$ cat src/giopfs_pkg.sv
// package: register map, field positions, reset values and pin carriers
package giopfs_pkg;

	// ************************************************************
	// register map (byte addresses, one word each, not word aligned)
	// ************************************************************
	localparam logic [7:0] ADDR_IO_LINE_DATA_MASK   = 8'h56;
	localparam logic [7:0] ADDR_IO_LINE_DIRECTION   = 8'h57;
	localparam logic [7:0] ADDR_PIN_ROLE_SELECT     = 8'h66;
	localparam logic [7:0] ADDR_FEATURE_CONTROL_ONE = 8'hA0;
	localparam logic [7:0] ADDR_ROLE_INPUT_STATUS   = 8'hB0;

	// ************************************************************
	// field positions
	// ************************************************************
	localparam int ROLE_STOP_GRANT_BIT  = 3;
	localparam int ROLE_CPU_SPEED_BIT   = 2;
	localparam int ROLE_ZERO_WAIT_BIT   = 1;
	localparam int FEAT_LOCAL_BUS_BIT   = 5;
	localparam int FEAT_ISA_CLOCK_BIT   = 4;
	localparam int MASK_FIELD_LSB       = 4;

	// ************************************************************
	// reset values
	// ************************************************************
	localparam logic [3:0] RST_IO_DATA      = 4'h0;
	localparam logic [3:0] RST_IO_DIRECTION = 4'h0;
	localparam logic [7:0] RST_PIN_ROLE     = 8'h00;
	localparam logic [7:0] RST_FEATURE_ONE  = 8'h00;

	// ************************************************************
	// carriers
	// ************************************************************
	typedef struct packed {
		logic [3:0] data;
		logic [3:0] oe;
		logic       dma_ack_two;
		logic       dma_ack_two_oe;
	} giopfs_pin_out_s;

	typedef struct packed {
		logic stop_grant_ack_in;
		logic zero_wait_req_in;
		logic isa_clock_in;
		logic local_bus_request_in;
	} giopfs_role_in_s;

	typedef struct packed {
		logic [7:0] io_data_mask;
		logic [7:0] io_direction;
		logic [7:0] pin_role;
		logic [7:0] feature_one;
	} giopfs_cfg_s;

	function automatic logic [3:0] giopfs_masked(input logic [3:0] old_v, input logic [7:0] wr);
		giopfs_masked = (old_v & ~wr[7:4]) | (wr[3:0] & wr[7:4]);
	endfunction

endpackage

$ cat src/giopfs_wb_slave.sv
// classic wishbone slave front end: address pass-through, one-cycle ack, write strobe
`timescale 1ns/1ns
module giopfs_wb_slave (
	input  wire logic        clk,
	input  wire logic        rst,
	input  wire logic        ce,
	input  wire logic        cyc,
	input  wire logic        stb,
	input  wire logic        we,
	input  wire logic [3:0]  sel,
	input  wire logic [7:0]  adr,
	output logic             ack_r,
	output logic             wr_stb,
	output logic [7:0]       wr_adr
);
	import giopfs_pkg::*;

	// ************************************************************
	// ack generation
	// ************************************************************
	logic ack_nxt;

	// ack drops the cycle after it was given, so one beat per request
	always_comb begin
		ack_nxt = cyc & stb & ~ack_r;
	end

	always_ff @(posedge clk or posedge rst) begin
		if (rst) begin
			ack_r <= 1'b0;
		end else if (ce) begin
			ack_r <= ack_nxt;
		end
	end

	// write takes effect on the edge at which ack is high; only lane 0 holds data
	assign wr_stb = ce & cyc & stb & we & ack_r & sel[0];
	assign wr_adr = adr;
endmodule

$ cat src/giopfs_pin_mux.sv
// pin role multiplexer: decides what each line drives and what it carries in
`timescale 1ns/1ns
module giopfs_pin_mux (
	input  giopfs_pkg::giopfs_cfg_s      cfg,
	input  wire logic [3:0]              io_out,
	input  wire logic [3:0]              pin_in,
	input  wire logic                    cpu_full_speed,
	input  wire logic                    local_bus_grant,
	input  wire logic                    dma_ack_two_in,
	output giopfs_pkg::giopfs_pin_out_s  pins,
	output giopfs_pkg::giopfs_role_in_s  roles
);
	import giopfs_pkg::*;

	logic isa_clk_sel;
	logic speed_sel;
	logic lbus_sel;

	always_comb begin
		isa_clk_sel = cfg.feature_one[FEAT_ISA_CLOCK_BIT];
		speed_sel   = cfg.pin_role[ROLE_CPU_SPEED_BIT] & ~isa_clk_sel;
		lbus_sel    = cfg.feature_one[FEAT_LOCAL_BUS_BIT];
		pins.data   = io_out;
		pins.oe     = cfg.io_direction[3:0];
		// line 3: stop grant ack is an input, never driven by us
		if (cfg.pin_role[ROLE_STOP_GRANT_BIT]) begin
			pins.oe[3] = 1'b0;
		end
		// line 2: clock input wins over speed output
		if (isa_clk_sel) begin
			pins.oe[2] = 1'b0;
		end else if (speed_sel) begin
			pins.oe[2]   = 1'b1;
			pins.data[2] = cpu_full_speed;
		end
		if (cfg.pin_role[ROLE_ZERO_WAIT_BIT]) begin
			pins.oe[1] = 1'b0;
		end
		// local bus pair: line 0 request in, dma ack pin becomes grant out
		if (lbus_sel) begin
			pins.oe[0]          = 1'b0;
			pins.dma_ack_two    = local_bus_grant;
		end else begin
			pins.dma_ack_two    = dma_ack_two_in;
		end
		pins.dma_ack_two_oe = 1'b1;
		roles.stop_grant_ack_in    = cfg.pin_role[ROLE_STOP_GRANT_BIT] & pin_in[3];
		roles.isa_clock_in         = isa_clk_sel & pin_in[2];
		roles.zero_wait_req_in     = cfg.pin_role[ROLE_ZERO_WAIT_BIT] & pin_in[1];
		roles.local_bus_request_in = lbus_sel & pin_in[0];
	end
endmodule

$ cat src/giopfs_top.sv
// general io line block with pin function select, classic wishbone registers
//
// Overview of operation
// - write updates only data bits with mask set
// - data read returns live pin levels
// - data driven only where direction bit is one, except line 2 in speed role
// - direction bits 3:0, one means output
// - role bit 3 makes line 3 stop-grant input
// - role bit 2 makes line 2 speed output unless feature bit 4 is set
// - role bit 1 makes line 1 zero-wait input
// - feature bit 5 gives local bus request/grant
// - feature bit 4 makes line 2 clock input
`timescale 1ns/1ns
module giopfs_top (
	input  wire logic        MCLK,
	input  wire logic        RST,
	input  wire logic        CE,
	input  wire logic        WB_CYC_I,
	input  wire logic        WB_STB_I,
	input  wire logic        WB_WE_I,
	input  wire logic [3:0]  WB_SEL_I,
	input  wire logic [7:0]  WB_ADR_I,
	input  wire logic [31:0] WB_DAT_I,
	output logic [31:0]      WB_DAT_O,
	output logic             WB_ACK_O,
	input  wire logic [3:0]  GENERAL_IO_LINES_I,
	output logic [3:0]       GENERAL_IO_LINES_O,
	output logic [3:0]       GENERAL_IO_LINES_OE,
	input  wire logic        CPU_FULL_SPEED,
	input  wire logic        LOCAL_BUS_GRANT,
	input  wire logic        DMA_ACK_TWO_IN,
	output logic             DMA_ACK_TWO_O,
	output logic             DMA_ACK_TWO_OE,
	output logic             STOP_GRANT_ACK_IN,
	output logic             ZERO_WAIT_REQ_IN,
	output logic             ISA_CLOCK_IN,
	output logic             LOCAL_BUS_REQUEST_IN
);
	import giopfs_pkg::*;

	// ************************************************************
	// bus front end
	// ************************************************************
	logic       wr_stb;
	logic [7:0] wr_adr;
	logic       ack_r;

	giopfs_wb_slave u_wb (
		.clk    (MCLK),
		.rst    (RST),
		.ce     (CE),
		.cyc    (WB_CYC_I),
		.stb    (WB_STB_I),
		.we     (WB_WE_I),
		.sel    (WB_SEL_I),
		.adr    (WB_ADR_I),
		.ack_r  (ack_r),
		.wr_stb (wr_stb),
		.wr_adr (wr_adr)
	);
	assign WB_ACK_O = ack_r;

	// ************************************************************
	// address decode
	// ************************************************************
	// one decode feeds both the write and the read path, so the two maps cannot drift apart
	typedef enum {
		REG_DATA_MASK,
		REG_DIRECTION,
		REG_PIN_ROLE,
		REG_FEATURE_ONE,
		REG_ROLE_STATUS,
		REG_NONE
	} giopfs_reg_e;

	// the status word decodes on its own so a write to it falls through and drops
	function automatic giopfs_reg_e giopfs_decode(input logic [7:0] adr);
		unique case (adr)
			ADDR_IO_LINE_DATA_MASK: begin
				giopfs_decode = REG_DATA_MASK;
			end
			ADDR_IO_LINE_DIRECTION: begin
				giopfs_decode = REG_DIRECTION;
			end
			ADDR_PIN_ROLE_SELECT: begin
				giopfs_decode = REG_PIN_ROLE;
			end
			ADDR_FEATURE_CONTROL_ONE: begin
				giopfs_decode = REG_FEATURE_ONE;
			end
			ADDR_ROLE_INPUT_STATUS: begin
				giopfs_decode = REG_ROLE_STATUS;
			end
			default: begin
				giopfs_decode = REG_NONE;
			end
		endcase
	endfunction

	giopfs_reg_e wr_sel;
	giopfs_reg_e rd_sel;

	always_comb begin
		wr_sel = giopfs_decode(wr_adr);
		rd_sel = giopfs_decode(WB_ADR_I);
	end

	// ************************************************************
	// configuration registers
	// ************************************************************
	// writes to unmapped or read-only words are acknowledged and dropped
	logic [3:0] io_data_r;
	logic [3:0] io_data_nxt;
	logic [3:0] io_dir_r;
	logic [3:0] io_dir_nxt;
	logic [7:0] pin_role_r;
	logic [7:0] pin_role_nxt;
	logic [7:0] feature_one_r;
	logic [7:0] feature_one_nxt;

	// data bits: only lanes whose mask bit is set in the same write move
	always_comb begin
		io_data_nxt = io_data_r;
		if (wr_stb && wr_sel == REG_DATA_MASK) begin
			io_data_nxt = giopfs_masked(io_data_r, WB_DAT_I[7:0]);
		end
	end

	always_ff @(posedge MCLK or posedge RST) begin
		if (RST) begin
			io_data_r <= RST_IO_DATA;
		end else if (CE) begin
			io_data_r <= io_data_nxt;
		end
	end

	// direction bits; line roles override them in the mux, not here
	always_comb begin
		io_dir_nxt = io_dir_r;
		if (wr_stb && wr_sel == REG_DIRECTION) begin
			io_dir_nxt = WB_DAT_I[3:0];
		end
	end

	always_ff @(posedge MCLK or posedge RST) begin
		if (RST) begin
			io_dir_r <= RST_IO_DIRECTION;
		end else if (CE) begin
			io_dir_r <= io_dir_nxt;
		end
	end

	// pin role select
	always_comb begin
		pin_role_nxt = pin_role_r;
		if (wr_stb && wr_sel == REG_PIN_ROLE) begin
			pin_role_nxt = WB_DAT_I[7:0];
		end
	end

	always_ff @(posedge MCLK or posedge RST) begin
		if (RST) begin
			pin_role_r <= RST_PIN_ROLE;
		end else if (CE) begin
			pin_role_r <= pin_role_nxt;
		end
	end

	// feature control; bits beyond the two line roles are only stored and read back
	always_comb begin
		feature_one_nxt = feature_one_r;
		if (wr_stb && wr_sel == REG_FEATURE_ONE) begin
			feature_one_nxt = WB_DAT_I[7:0];
		end
	end

	always_ff @(posedge MCLK or posedge RST) begin
		if (RST) begin
			feature_one_r <= RST_FEATURE_ONE;
		end else if (CE) begin
			feature_one_r <= feature_one_nxt;
		end
	end

	// ************************************************************
	// pin role multiplexing
	// ************************************************************
	giopfs_cfg_s      cfg;
	giopfs_pin_out_s  pins_c;
	giopfs_role_in_s  roles_c;

	// direction is the plain bit; software must clear it for stop-grant use
	// but the mux also forces line 3 off so a slip cannot fight the cpu
	always_comb begin
		cfg.io_data_mask = {4'h0, io_data_r};
		cfg.io_direction = {4'h0, io_dir_r};
		cfg.pin_role     = pin_role_r;
		cfg.feature_one  = feature_one_r;
	end

	giopfs_pin_mux u_mux (
		.cfg             (cfg),
		.io_out          (io_data_r),
		.pin_in          (GENERAL_IO_LINES_I),
		.cpu_full_speed  (CPU_FULL_SPEED),
		.local_bus_grant (LOCAL_BUS_GRANT),
		.dma_ack_two_in  (DMA_ACK_TWO_IN),
		.pins            (pins_c),
		.roles           (roles_c)
	);

	// ************************************************************
	// registered pin and role outputs
	// ************************************************************
	// one cycle of latency on every pin keeps outputs glitch free
	giopfs_pin_out_s pins_r;
	giopfs_pin_out_s pins_nxt;

	always_comb begin
		pins_nxt = pins_c;
	end

	always_ff @(posedge MCLK or posedge RST) begin
		if (RST) begin
			pins_r <= '0;
		end else if (CE) begin
			pins_r <= pins_nxt;
		end
	end

	// role levels are sampled once here, so software and the role logic see the same value
	giopfs_role_in_s roles_r;
	giopfs_role_in_s roles_nxt;

	always_comb begin
		roles_nxt = roles_c;
	end

	always_ff @(posedge MCLK or posedge RST) begin
		if (RST) begin
			roles_r <= '0;
		end else if (CE) begin
			roles_r <= roles_nxt;
		end
	end

	assign GENERAL_IO_LINES_O   = pins_r.data;
	assign GENERAL_IO_LINES_OE  = pins_r.oe;
	assign DMA_ACK_TWO_O        = pins_r.dma_ack_two;
	assign DMA_ACK_TWO_OE       = pins_r.dma_ack_two_oe;
	assign STOP_GRANT_ACK_IN    = roles_r.stop_grant_ack_in;
	assign ZERO_WAIT_REQ_IN     = roles_r.zero_wait_req_in;
	assign ISA_CLOCK_IN         = roles_r.isa_clock_in;
	assign LOCAL_BUS_REQUEST_IN = roles_r.local_bus_request_in;

	// ************************************************************
	// read data
	// ************************************************************
	logic [31:0] rd_r;
	logic [31:0] rd_nxt;

	// read data is captured on the request edge so it is valid with ack
	// line data reads the pins themselves, so a line held by the far side reads as it stands
	always_comb begin
		rd_nxt = 32'h0000_0000;
		unique case (rd_sel)
			REG_DATA_MASK: begin
				rd_nxt[3:0] = GENERAL_IO_LINES_I;
			end
			REG_DIRECTION: begin
				rd_nxt[3:0] = io_dir_r;
			end
			REG_PIN_ROLE: begin
				rd_nxt[7:0] = pin_role_r;
			end
			REG_FEATURE_ONE: begin
				rd_nxt[7:0] = feature_one_r;
			end
			REG_ROLE_STATUS: begin
				rd_nxt[3:0] = {roles_r.stop_grant_ack_in, roles_r.isa_clock_in,
					roles_r.zero_wait_req_in, roles_r.local_bus_request_in};
			end
			REG_NONE: begin
				rd_nxt = 32'h0000_0000;
			end
		endcase
	end

	always_ff @(posedge MCLK or posedge RST) begin
		if (RST) begin
			rd_r <= 32'h0000_0000;
		end else if (CE) begin
			rd_r <= rd_nxt;
		end
	end

	assign WB_DAT_O = rd_r;
endmodule

$ cat config.mk
export PLATFORM = sky130hd
export DESIGN_NAME = giopfs_top
export DESIGN_NICKNAME = d
export VERILOG_FILES = /design/src/giopfs_pkg.sv /design/src/giopfs_wb_slave.sv /design/src/giopfs_pin_mux.sv /design/src/giopfs_top.sv
export SDC_FILE = /design/constraint.sdc
export NUM_CORES = 1
export LEC_CHECK = 0
export BUFFER_PORTS_ARGS = -buffer_cell sky130_fd_sc_hd__buf_2
export CORE_MARGIN = 2
export CORE_UTILIZATION = 51
export DETAILED_ROUTE_END_ITERATION = 7
export PLACE_DENSITY_LB_ADDON = 0.12
export SLEW_MARGIN = 20
export SYNTH_ARGS = -nofsm -noshare
export SYNTH_HDL_FRONTEND = slang
export SYNTH_SLANG_ARGS = --single-unit
$ cat constraint.sdc
create_clock -name MCLK -period 3.6 [get_ports MCLK]
set_input_delay 0.18 -clock MCLK [delete_from_list [all_inputs] [get_ports MCLK]]
set_output_delay 0.18 -clock MCLK [all_outputs]
set_load 0.05 [all_outputs]
# Yosys cells after proc, flatten, opt, wreduce, memory -nomap -nowiden
# Index checks and enable logic that the tools add are counted.
# Widths: inputs -> output; s select.
dict set report op_classes {
  bitwise 18
  eq_ne 13
  n_reduce_logical 10
  muxes 11
}
# op n
set ops {}
lappend ops {{$eq 32x3->1 const B} 4}
lappend ops {{$eq 32x2->1 const B} 3}
lappend ops {{$logic_not 32->1} 2}
lappend ops {{$eq 32x1->1 const B} 1}
lappend ops {{$eq 8x7->1 const B} 3}
lappend ops {{$pmux 4 s6} 1}
lappend ops {{$eq 8x8->1 const B} 2}
lappend ops {{$pmux 3 s5} 1}
lappend ops {{$and 1x1->1} 12}
lappend ops {{$and 4x4->4} 2}
lappend ops {{$mux 1} 8}
lappend ops {{$pmux 4 s2} 1}
lappend ops {{$reduce_and 2->1} 4}
lappend ops {{$logic_and 1x1->1} 4}
lappend ops {{$not 4->4} 1}
lappend ops {{$or 4x4->4} 1}
lappend ops {{$not 1->1} 2}
dict set report word_totals {
  inputBits 57
  word_cells 66
  register_bits 47
  out_inout_bits 47
}

# Logic depth before layout (Yosys ltp)
# Gate-level depths: netlist (run 1).
dict set report depth {
  word_depth 7
  ltp_mapped 5
  depth_no_buf 4
}

# Hierarchy
# A second synthesis (run 1) with hierarchy kept.
dict set report hier_totals {
  cells_unflattened 221
  area_unflattened_um2 2698.8
}
# module instances cells_each area_per_inst_um2 seq_area_each_um2
set modules_own_cells {}
lappend modules_own_cells {giopfs_top 1 190 2459.9 1151.1}
lappend modules_own_cells {giopfs_pin_mux 1 17 126.4 0.0}
lappend modules_own_cells {giopfs_wb_slave 1 14 112.6 25.0}

# Worst setup path after synthesis (run 1)
# No wires, ideal clock.
dict set report synth_timing {
  path_kind {reg2reg}
  start {reg u_wb.ack_r}
  end {reg io_dir_r[0]}
  setup_time_ps 125
  synth_period_minus_slack_ps 1820
  path_stages_with_launch 5
  t_arrival_ps 1695
  slack_ps 1780
  path_buffers 0
  required_ps 3475
  cell_sequence {dfrtp_1 > nand4_1 > nor2_1 > and4_1 > mux2_2}
}
dict set report synth_between {
  elab_chain_cells 4
}
# element line
set synth_lines {}
lappend synth_lines {{start, declared} giopfs_wb_slave.sv:12} ;# output logic ack_r,
lappend synth_lines {{start signal, assigned} giopfs_wb_slave.sv:32} ;# ack_r <= ack_nxt;
lappend synth_lines {{$and 1x1->1 (2 in series)} giopfs_wb_slave.sv:37} ;# assign wr_stb = ce & cyc & stb & we & ack_r & sel[0];
lappend synth_lines {{$logic_and 1x1->1} giopfs_top.sv:140} ;# if (wr_stb && wr_sel == REG_DIRECTION) begin
lappend synth_lines {{$reduce_and 2->1 (no line)} -}
lappend synth_lines {{end signal, assigned} giopfs_top.sv:149} ;# io_dir_r <= io_dir_nxt;
lappend synth_lines {{end, declared} giopfs_top.sv:114} ;# logic [3:0] io_dir_r;
# Every way passes these cells.
# A chain may end at the register's enable or synchronous reset.

# Worst setup path after layout (run 1)
dict set report layout_timing {
  start {in CE}
  end {reg pin_role_r[1]}
}
dict set report layout_between {
  elab_chain_cells 7
}
# element line
set layout_lines {}
lappend layout_lines {{start, declared} giopfs_top.sv:17} ;# input wire logic CE,
lappend layout_lines {{$and 1x1->1 (5 in series)} giopfs_wb_slave.sv:37}
lappend layout_lines {{$logic_and 1x1->1} giopfs_top.sv:156} ;# if (wr_stb && wr_sel == REG_PIN_ROLE) begin
lappend layout_lines {{$reduce_and 2->1 (no line) (*)} -}
lappend layout_lines {{end signal, assigned} giopfs_top.sv:165} ;# pin_role_r <= pin_role_nxt;
lappend layout_lines {{end, declared} giopfs_top.sv:116} ;# logic [7:0] pin_role_r;
# Mark *: on every way between the ends. The rest lies on a longest branch, timed or not.

==> results of run 1 <==
## layer usage
layer | part of all wire, % | global-route usage (%)
met4 | 1.7 | 6.29
met2 | 43 | 27.7
met3 | 6.8 | 4.08
met1 | 48 | 27.4
met5 | 0 | 0
## cell usage after synthesis, drive strengths merged (2+ instances only)
library cell	n	share of area, %
dfrtp	47	51
mux2	29	14
buf	26	8.1
nand3	12	2.6
nor2	11	1.8
inv	10	1.6
nor2b	9	2.4
o21ai	9	1.9
mux2i	6	2.6
a221o	4	1.7
a22oi	4	1.3
or2b	4	1.3
clkbuf	3	0.49
nand3b	3	0.97
a211oi	2	1.1
a21oi	2	0.43
and3	2	0.54
nand2	2	0.32
o221a	2	0.97
o22a	2	0.86
o22ai	2	0.54
## cells in the final DEF (no fill, tap or decap), types with 2 or more instances in the layout
| cell type | count |
|---|---|
| clkinv_2 | 2 |
| or2b_1 | 4 |
| nand3_1 | 12 |
| o221a_1 | 2 |
| and3_1 | 2 |
| a21oi_1 | 2 |
| buf_2 | 52 |
| a211oi_2 | 2 |
| conb_1 | 24 |
| o21ai_0 | 9 |
| mux2i_1 | 6 |
| nor2b_1 | 9 |
| o22ai_1 | 2 |
| dfrtp_1 | 47 |
| nand2_1 | 2 |
| nand3b_1 | 3 |
| clkbuf_8 | 6 |
| nor2_1 | 11 |
| o22a_2 | 2 |
| mux2_2 | 29 |
| a221o_1 | 4 |
| a22oi_1 | 4 |
| inv_1 | 9 |
## cells by family after synthesis
| kind of cell | count (synthesis) | share of synthesized area [%] |
|---|---|---|
| multiplexers | 35 | 16.7 |
| other | 1 | 0.162 |
| buffers and inverters | 39 | 10.2 |
| AND/OR/NAND/NOR | 52 | 13.4 |
| flip-flops | 47 | 50.7 |
| AO/OA/AOI/OAI | 27 | 8.85 |
## state kept, by name, indices dropped and copies added (netlist names), named ones only
signal	flops
GENERAL_IO_LINES_O	4
DMA_ACK_TWO_O	1
WB_DAT_O	8
ZERO_WAIT_REQ_IN	1
ISA_CLOCK_IN	1
DMA_ACK_TWO_OE	1
feature_one_r	8
LOCAL_BUS_REQUEST_IN	1
STOP_GRANT_ACK_IN	1
u_wb.ack_r	1
pin_role_r	8
GENERAL_IO_LINES_OE	4
io_dir_r	4
## stage by stage
step | utilization [%] | hold slack, ns | instance area, µm² | instances | setup slack, ns
after floorplan | - | 0.330 | 2410 | 224 | 1.78
after global placement | 58.1 | 0.436 | 2530 | 299 | 1.26
after detailed placement | 58.1 | 0.446 | 2530 | 299 | 1.24
after CTS | 60.8 | 0.129 | 2650 | 307 | 1.57
after global routing | 60.9 | 0.0640 | 2650 | 307 | 1.33
final | 60.9 | -0.00208 | 2650 | 307 | 1.61
## area by class of cell
type,count,area (µm²),area share [%]
Tap cell,52,65.1,2.46
Clock buffer,6,82.6,3.12
Timing Repair Buffer,52,260,9.82
Multi-Input combinational cell,138,992,37.4
Sequential cell,47,1180,44.4
Inverter,10,38.8,1.46
Clock inverter,2,35.0,1.32
## power breakdown
| part | internal, mW | switching [mW] | total (mW) |
|---|---|---|---|
| sequential | 0.532 | 0.00287 | 0.535 |
| combinational | 0.0267 | 0.111 | 0.137 |
| clock | 0.225 | 0.176 | 0.400 |
## worst max-delay path by stage
stage,startpoint,end,slack [ns],cells past startpoint
after floorplan,u_wb.ack_r,io_dir_r[0],1.78,4
after global placement,CE,pin_role_r[6],1.26,5
after detailed placement,CE,pin_role_r[5],1.24,5
after CTS,CE,pin_role_r[5],1.57,5
after global routing,CE,pin_role_r[4],1.33,5
final,CE,pin_role_r[1],1.61,5
==> results.py, run 1 <==
metrics = {
    "setup_path": {
        "worstPathRequired_ns": 3.79,
        "end_kind": "register",
        "timing.rr.end": "pin_role_r[1]",
        "rrSetupSlack_ns": 1.69,
        "path_delay_family": "simple AND/OR/NAND/NOR gates",
        "critPathKind": "in2reg",
        "cp.arrival_ns": 2.18,
        "ff2ff_path_depth": 4,
        "reg2reg_from": "u_wb.ack_r",
        "path_cells": "buf_2 -> nand4_1 -> nor2_1 -> nand3_1 -> mux2_2",
        "cp-start-kind": "input port",
        "cp_max_fo": 40,
        "cpMaxStageDelayCell": "buf_2",
        "cpPeakStageDelay_ns": 0.54,
        "critPathBufInv": 1,
    },
    "final_layout": {
        "n_fill_cell": 384,
        "num-nets-final": 311,
        "final_layout_size_suffix_gt1_share_pct": 38.4,
        "antennaDiodeCount": 0,
        "area_growth_pct": 14.2,
    },
    "timing": {
        "fin_skew_ns": 0.00537,
        "fin_tns_setup_ns": 0,
        "rsz0062_at_grt": "no",
        "hold_viol": 4,
        "setup_violations": 0,
        "drv_slew": 0,
        "slew_headroom_pct": 46.5,
        "tightest_slew_ns": 0.801,
        "hold_ws_ns": -0.00208,
        "finalCritPeriodShare_pct": 55.3,
        "max_freq_mhz": 502,
        "period_minus_slack_ns": 1.99,
    },
    "route": {
        "wl_per_cell_um": 14.4,
        "wl_um": 4440,
        "drcViolationCount": 0,
        "drtAntennaViolNets": 0,
        "dr_total_vias": 1597,
        "vias_per_cell": 5.20,
        "drt-pass1-iter-count": 4,
        "drt_iter0_markers": 106,
    },
    "cts": {
        "cts_sinks": 47,
        "cts_tree": "done",
        "clockRootBuffer": "clkbuf_8",
        "cts_max_level": 2,
        "cts_made_buffers": 5,
        "cts_setup_buffers": 0,
        "clk_pin_slew_ns": 0.08,
        "cts_buffer_depth": 2,
        "ctsResizeCount": 0,
        "clk_latency_ns": 0.30,
        "hold_buffers": 0,
    },
    "grt": {
        "grt_max_degree": 48,
        "grt_usage_pct": 18.7,
        "overflow": 0,
        "grt_pass1_wl_um": 7430,
        "grt_pass1_vias": 1523,
        "antenna_found_initial": 0,
    },
    "die": {
        "die_h_um": 71.4,
        "chipWidth_um": 71.4,
        "start_util_pct": 53.3,
        "rows": 24,
        "dieArea_um2": 5100,
        "ioPinCount": 104,
        "coreArea_um2": 4350,
    },
    "logic_synthesis": {
        "synth_flop_cell": "dfrtp_1",
        "synth_seq_cells": 47,
        "syn_area_per_cell_um2": 11.5,
        "yosysWarnings": 0,
        "synthArstFlopShare_pct": 100,
        "synth-seq-area-share_pct": 50.7,
        "synthesis.area_um2": 2320,
        "synth_cells": 201,
        "synth_cell_types": 33,
        "synth-edff-count": 0,
    },
    "flow_run": {
        "drv_cap": 0,
    },
    "outcome": {
        "status": "finished, violations left",
        "violations": "negative hold slack",
    },
    "power_and_ir_drop": {
        "peakVddDrop_mv": 0.207,
        "powerDensity_nw_per_um2": 405,
        "leakagePower_nw": 1.37,
        "power_mw": 1.07,
    },
    "placement": {
        "routabilityCongestion": 0.773,
        "port_buffers": 52,
        "hpwlAfterDp_um": 3190,
    },
    "min_path": {
        "min_path_type": "in2async",
    },
}
(Power assumes the default switching activity.)
==> inputs of run 2 (changes only) <==
Settings changed: CORE_UTILIZATION 51 to 42.
Clock period 3.6 ns to 1.7 ns, I/O delays scaled along.
==> run 2 against run 1 <==
Effect of this change:
- critical path depth up 1
- sequential cell count unchanged
- cell count up 9.4%
- critical endpoint is now pin_role_r[3]
- hold slack better by 0.039 ns
- highest routed layer unchanged
- the run now ends clean
- worst setup slack worse by 1.4 ns
- first-iteration DRC count fell by 15%
==> results.py, run 2 (same netlist as run 1, synthesis figures left out) <==
metrics = {
    "outcome": {
        "status": "finished clean",
    },
    "grt": {
        "overflow": 0,
        "grt_pass1_wl_um": 7700,
        "grt_usage_pct": 16.3,
        "grt_pass1_vias": 1524,
        "grt_max_degree": 40,
        "antenna_found_initial": 0,
    },
    "route": {
        "vias_per_cell": 4.80,
        "wl_um": 4710,
        "drcViolationCount": 0,
        "drt_iter0_markers": 90,
        "drtAntennaViolNets": 0,
        "dr_total_vias": 1613,
        "drt-pass1-iter-count": 4,
        "wl_per_cell_um": 14.0,
    },
    "setup_path": {
        "reg2reg_from": "u_wb.ack_r",
        "path_common_cell": "buf_4",
        "cp-start-kind": "register",
        "cpMaxStageDelayCell": "dfrtp_2",
        "crit_path_start": "u_wb.ack_r",
        "end_kind": "register",
        "cpPeakStageDelay_ns": 0.39,
        "cp_max_fo": 8,
        "worstPathRequired_ns": 1.89,
        "critPathKind": "reg2reg",
        "cp.arrival_ns": 1.72,
        "path_cells": "nand4_1 -> nor2_1 -> buf_4 -> nand3_1 -> buf_4 -> mux2_2",
    },
    "final_layout": {
        "final_layout_size_suffix_gt1_share_pct": 40.2,
        "final_common_cell": "buf_2",
        "final_cells": 336,
        "area_growth_pct": 19.0,
        "final_cell_mix": "buf_2, dfrtp_1, mux2_2, conb_1, nand3_1",
        "n_fill_cell": 507,
        "antennaDiodeCount": 0,
        "num-nets-final": 320,
    },
    "die": {
        "rows": 27,
        "dieArea_um2": 6130,
        "die_h_um": 78.3,
        "coreArea_um2": 5410,
        "chipWidth_um": 78.3,
        "start_util_pct": 42.9,
        "ioPinCount": 104,
    },
    "power_and_ir_drop": {
        "pwr-share-clk_pct": 40.2,
        "p_comb_share_pct": 12.6,
        "swShare_pct": 25.9,
        "leakagePower_nw": 1.41,
        "peakVddDrop_mv": 0.381,
        "powerDensity_nw_per_um2": 871,
        "p_int_mw": 1.78,
        "power_frac_seq_pct": 47.2,
        "p_sw_uw": 622,
    },
    "flow_run": {
        "drv_cap": 0,
    },
    "cts": {
        "clk_pin_slew_ns": 0.09,
        "cts_buffer_depth": 2,
        "cts_tree": "done",
        "ctsResizeCount": 0,
        "clk_latency_ns": 0.30,
        "clockRootBuffer": "clkbuf_8",
        "cts_max_level": 2,
        "cts_made_buffers": 5,
        "cts_sinks": 47,
    },
    "timing": {
        "max_freq_mhz": 654,
        "drv_slew": 0,
        "finalCritPeriodShare_pct": 89.9,
        "rsz0062_at_grt": "no",
        "fin_skew_ns": 0.00791,
        "setup_violations": 0,
        "fin_tns_setup_ns": 0,
        "period_minus_slack_ns": 1.53,
        "hold_ws_ns": 0.0369,
        "hold_viol": 0,
    },
    "placement": {
        "dp_cells": 327,
        "hpwlAfterDp_um": 3590,
        "port_buffers": 52,
        "routabilityCongestion": 0.800,
    },
    "min_path": {
        "min_path_type": "in2reg",
        "min_from": "WB_DAT_I[6]",
    },
}
run 2: layout make-up:
cell class              instances  area [µm²]  share of cell area [%]
flip-flops and latches         47        1180                    42.7
multi-input cells             138         992                    35.9
repair buffers                 61         330                    12.0
well taps                      72        90.1                    3.26
clock buffers                   6        72.6                    2.63
clock inverters                 2        60.1                    2.18
inverters                      10        37.5                    1.36
run 2: final timing paths:
kind,end,slack [ns],cells after the start
max in group asynchronous,pin_role_r[5],0.80,4
setup / recovery,pin_role_r[3],0.17,6
hold / removal,feature_one_r[6],0.04,2
setup reg to reg,pin_role_r[3],0.17,6
min in group asynchronous,feature_one_r[4],0.33,3
hold reg to reg,DMA_ACK_TWO_OE,0.47,1
run 2: critical path: cells and delay by family, from the launching register on:
| kind | cells | cell delay, ns |
|---|---|---|
| muxes | 1 | 0.27 |
| buffers and inverters | 2 | 0.39 |
| DFF | 1 | 0.39 |
| and+or+nand+nor | 3 | 0.36 |
run 2: layer usage:
metal / track usage, % / vias to the layer above / part of all wire, %
li1: - / 785 / -
met1: 20.8 / 778 / 45
met2: 27.9 / 43 / 49
met3: 3.68 / 7 / 4.9
met4: 4.21 / 0 / 0.93
met5: 0 / - / 0
run 2: stage by stage:
| step | setup WS [ns] | total power, mW | area [µm²] | util [%] |
|---|---|---|---|---|
| after floorplan | 0.0279 | 1.42 | 2410 | - |
| after global placement | 0.142 | 1.46 | 2620 | 48.4 |
| after detailed placement | 0.131 | 1.46 | 2620 | 48.4 |
| after CTS | 0.200 | 2.44 | 2760 | 51.1 |
| after global routing | 0.0761 | 2.49 | 2760 | 51.1 |
| final | 0.172 | 2.40 | 2760 | 51.1 |
run 2: power by group through the flow:
stage                     clock network [mW]  registers [mW]  logic, mW
after floorplan                            0            1.19      0.229
after global placement                     0            1.16      0.300
after detailed placement                   0            1.16      0.303
after CTS                              0.998            1.13      0.305
after global routing                    1.03            1.14      0.325
final                                  0.967            1.13      0.302
run 2: timing repair:
item | in CTS | in global routing
hold endpoints to repair | 19 | 0
buffers inserted | 0 | 0
hold buffers | 1 | 0
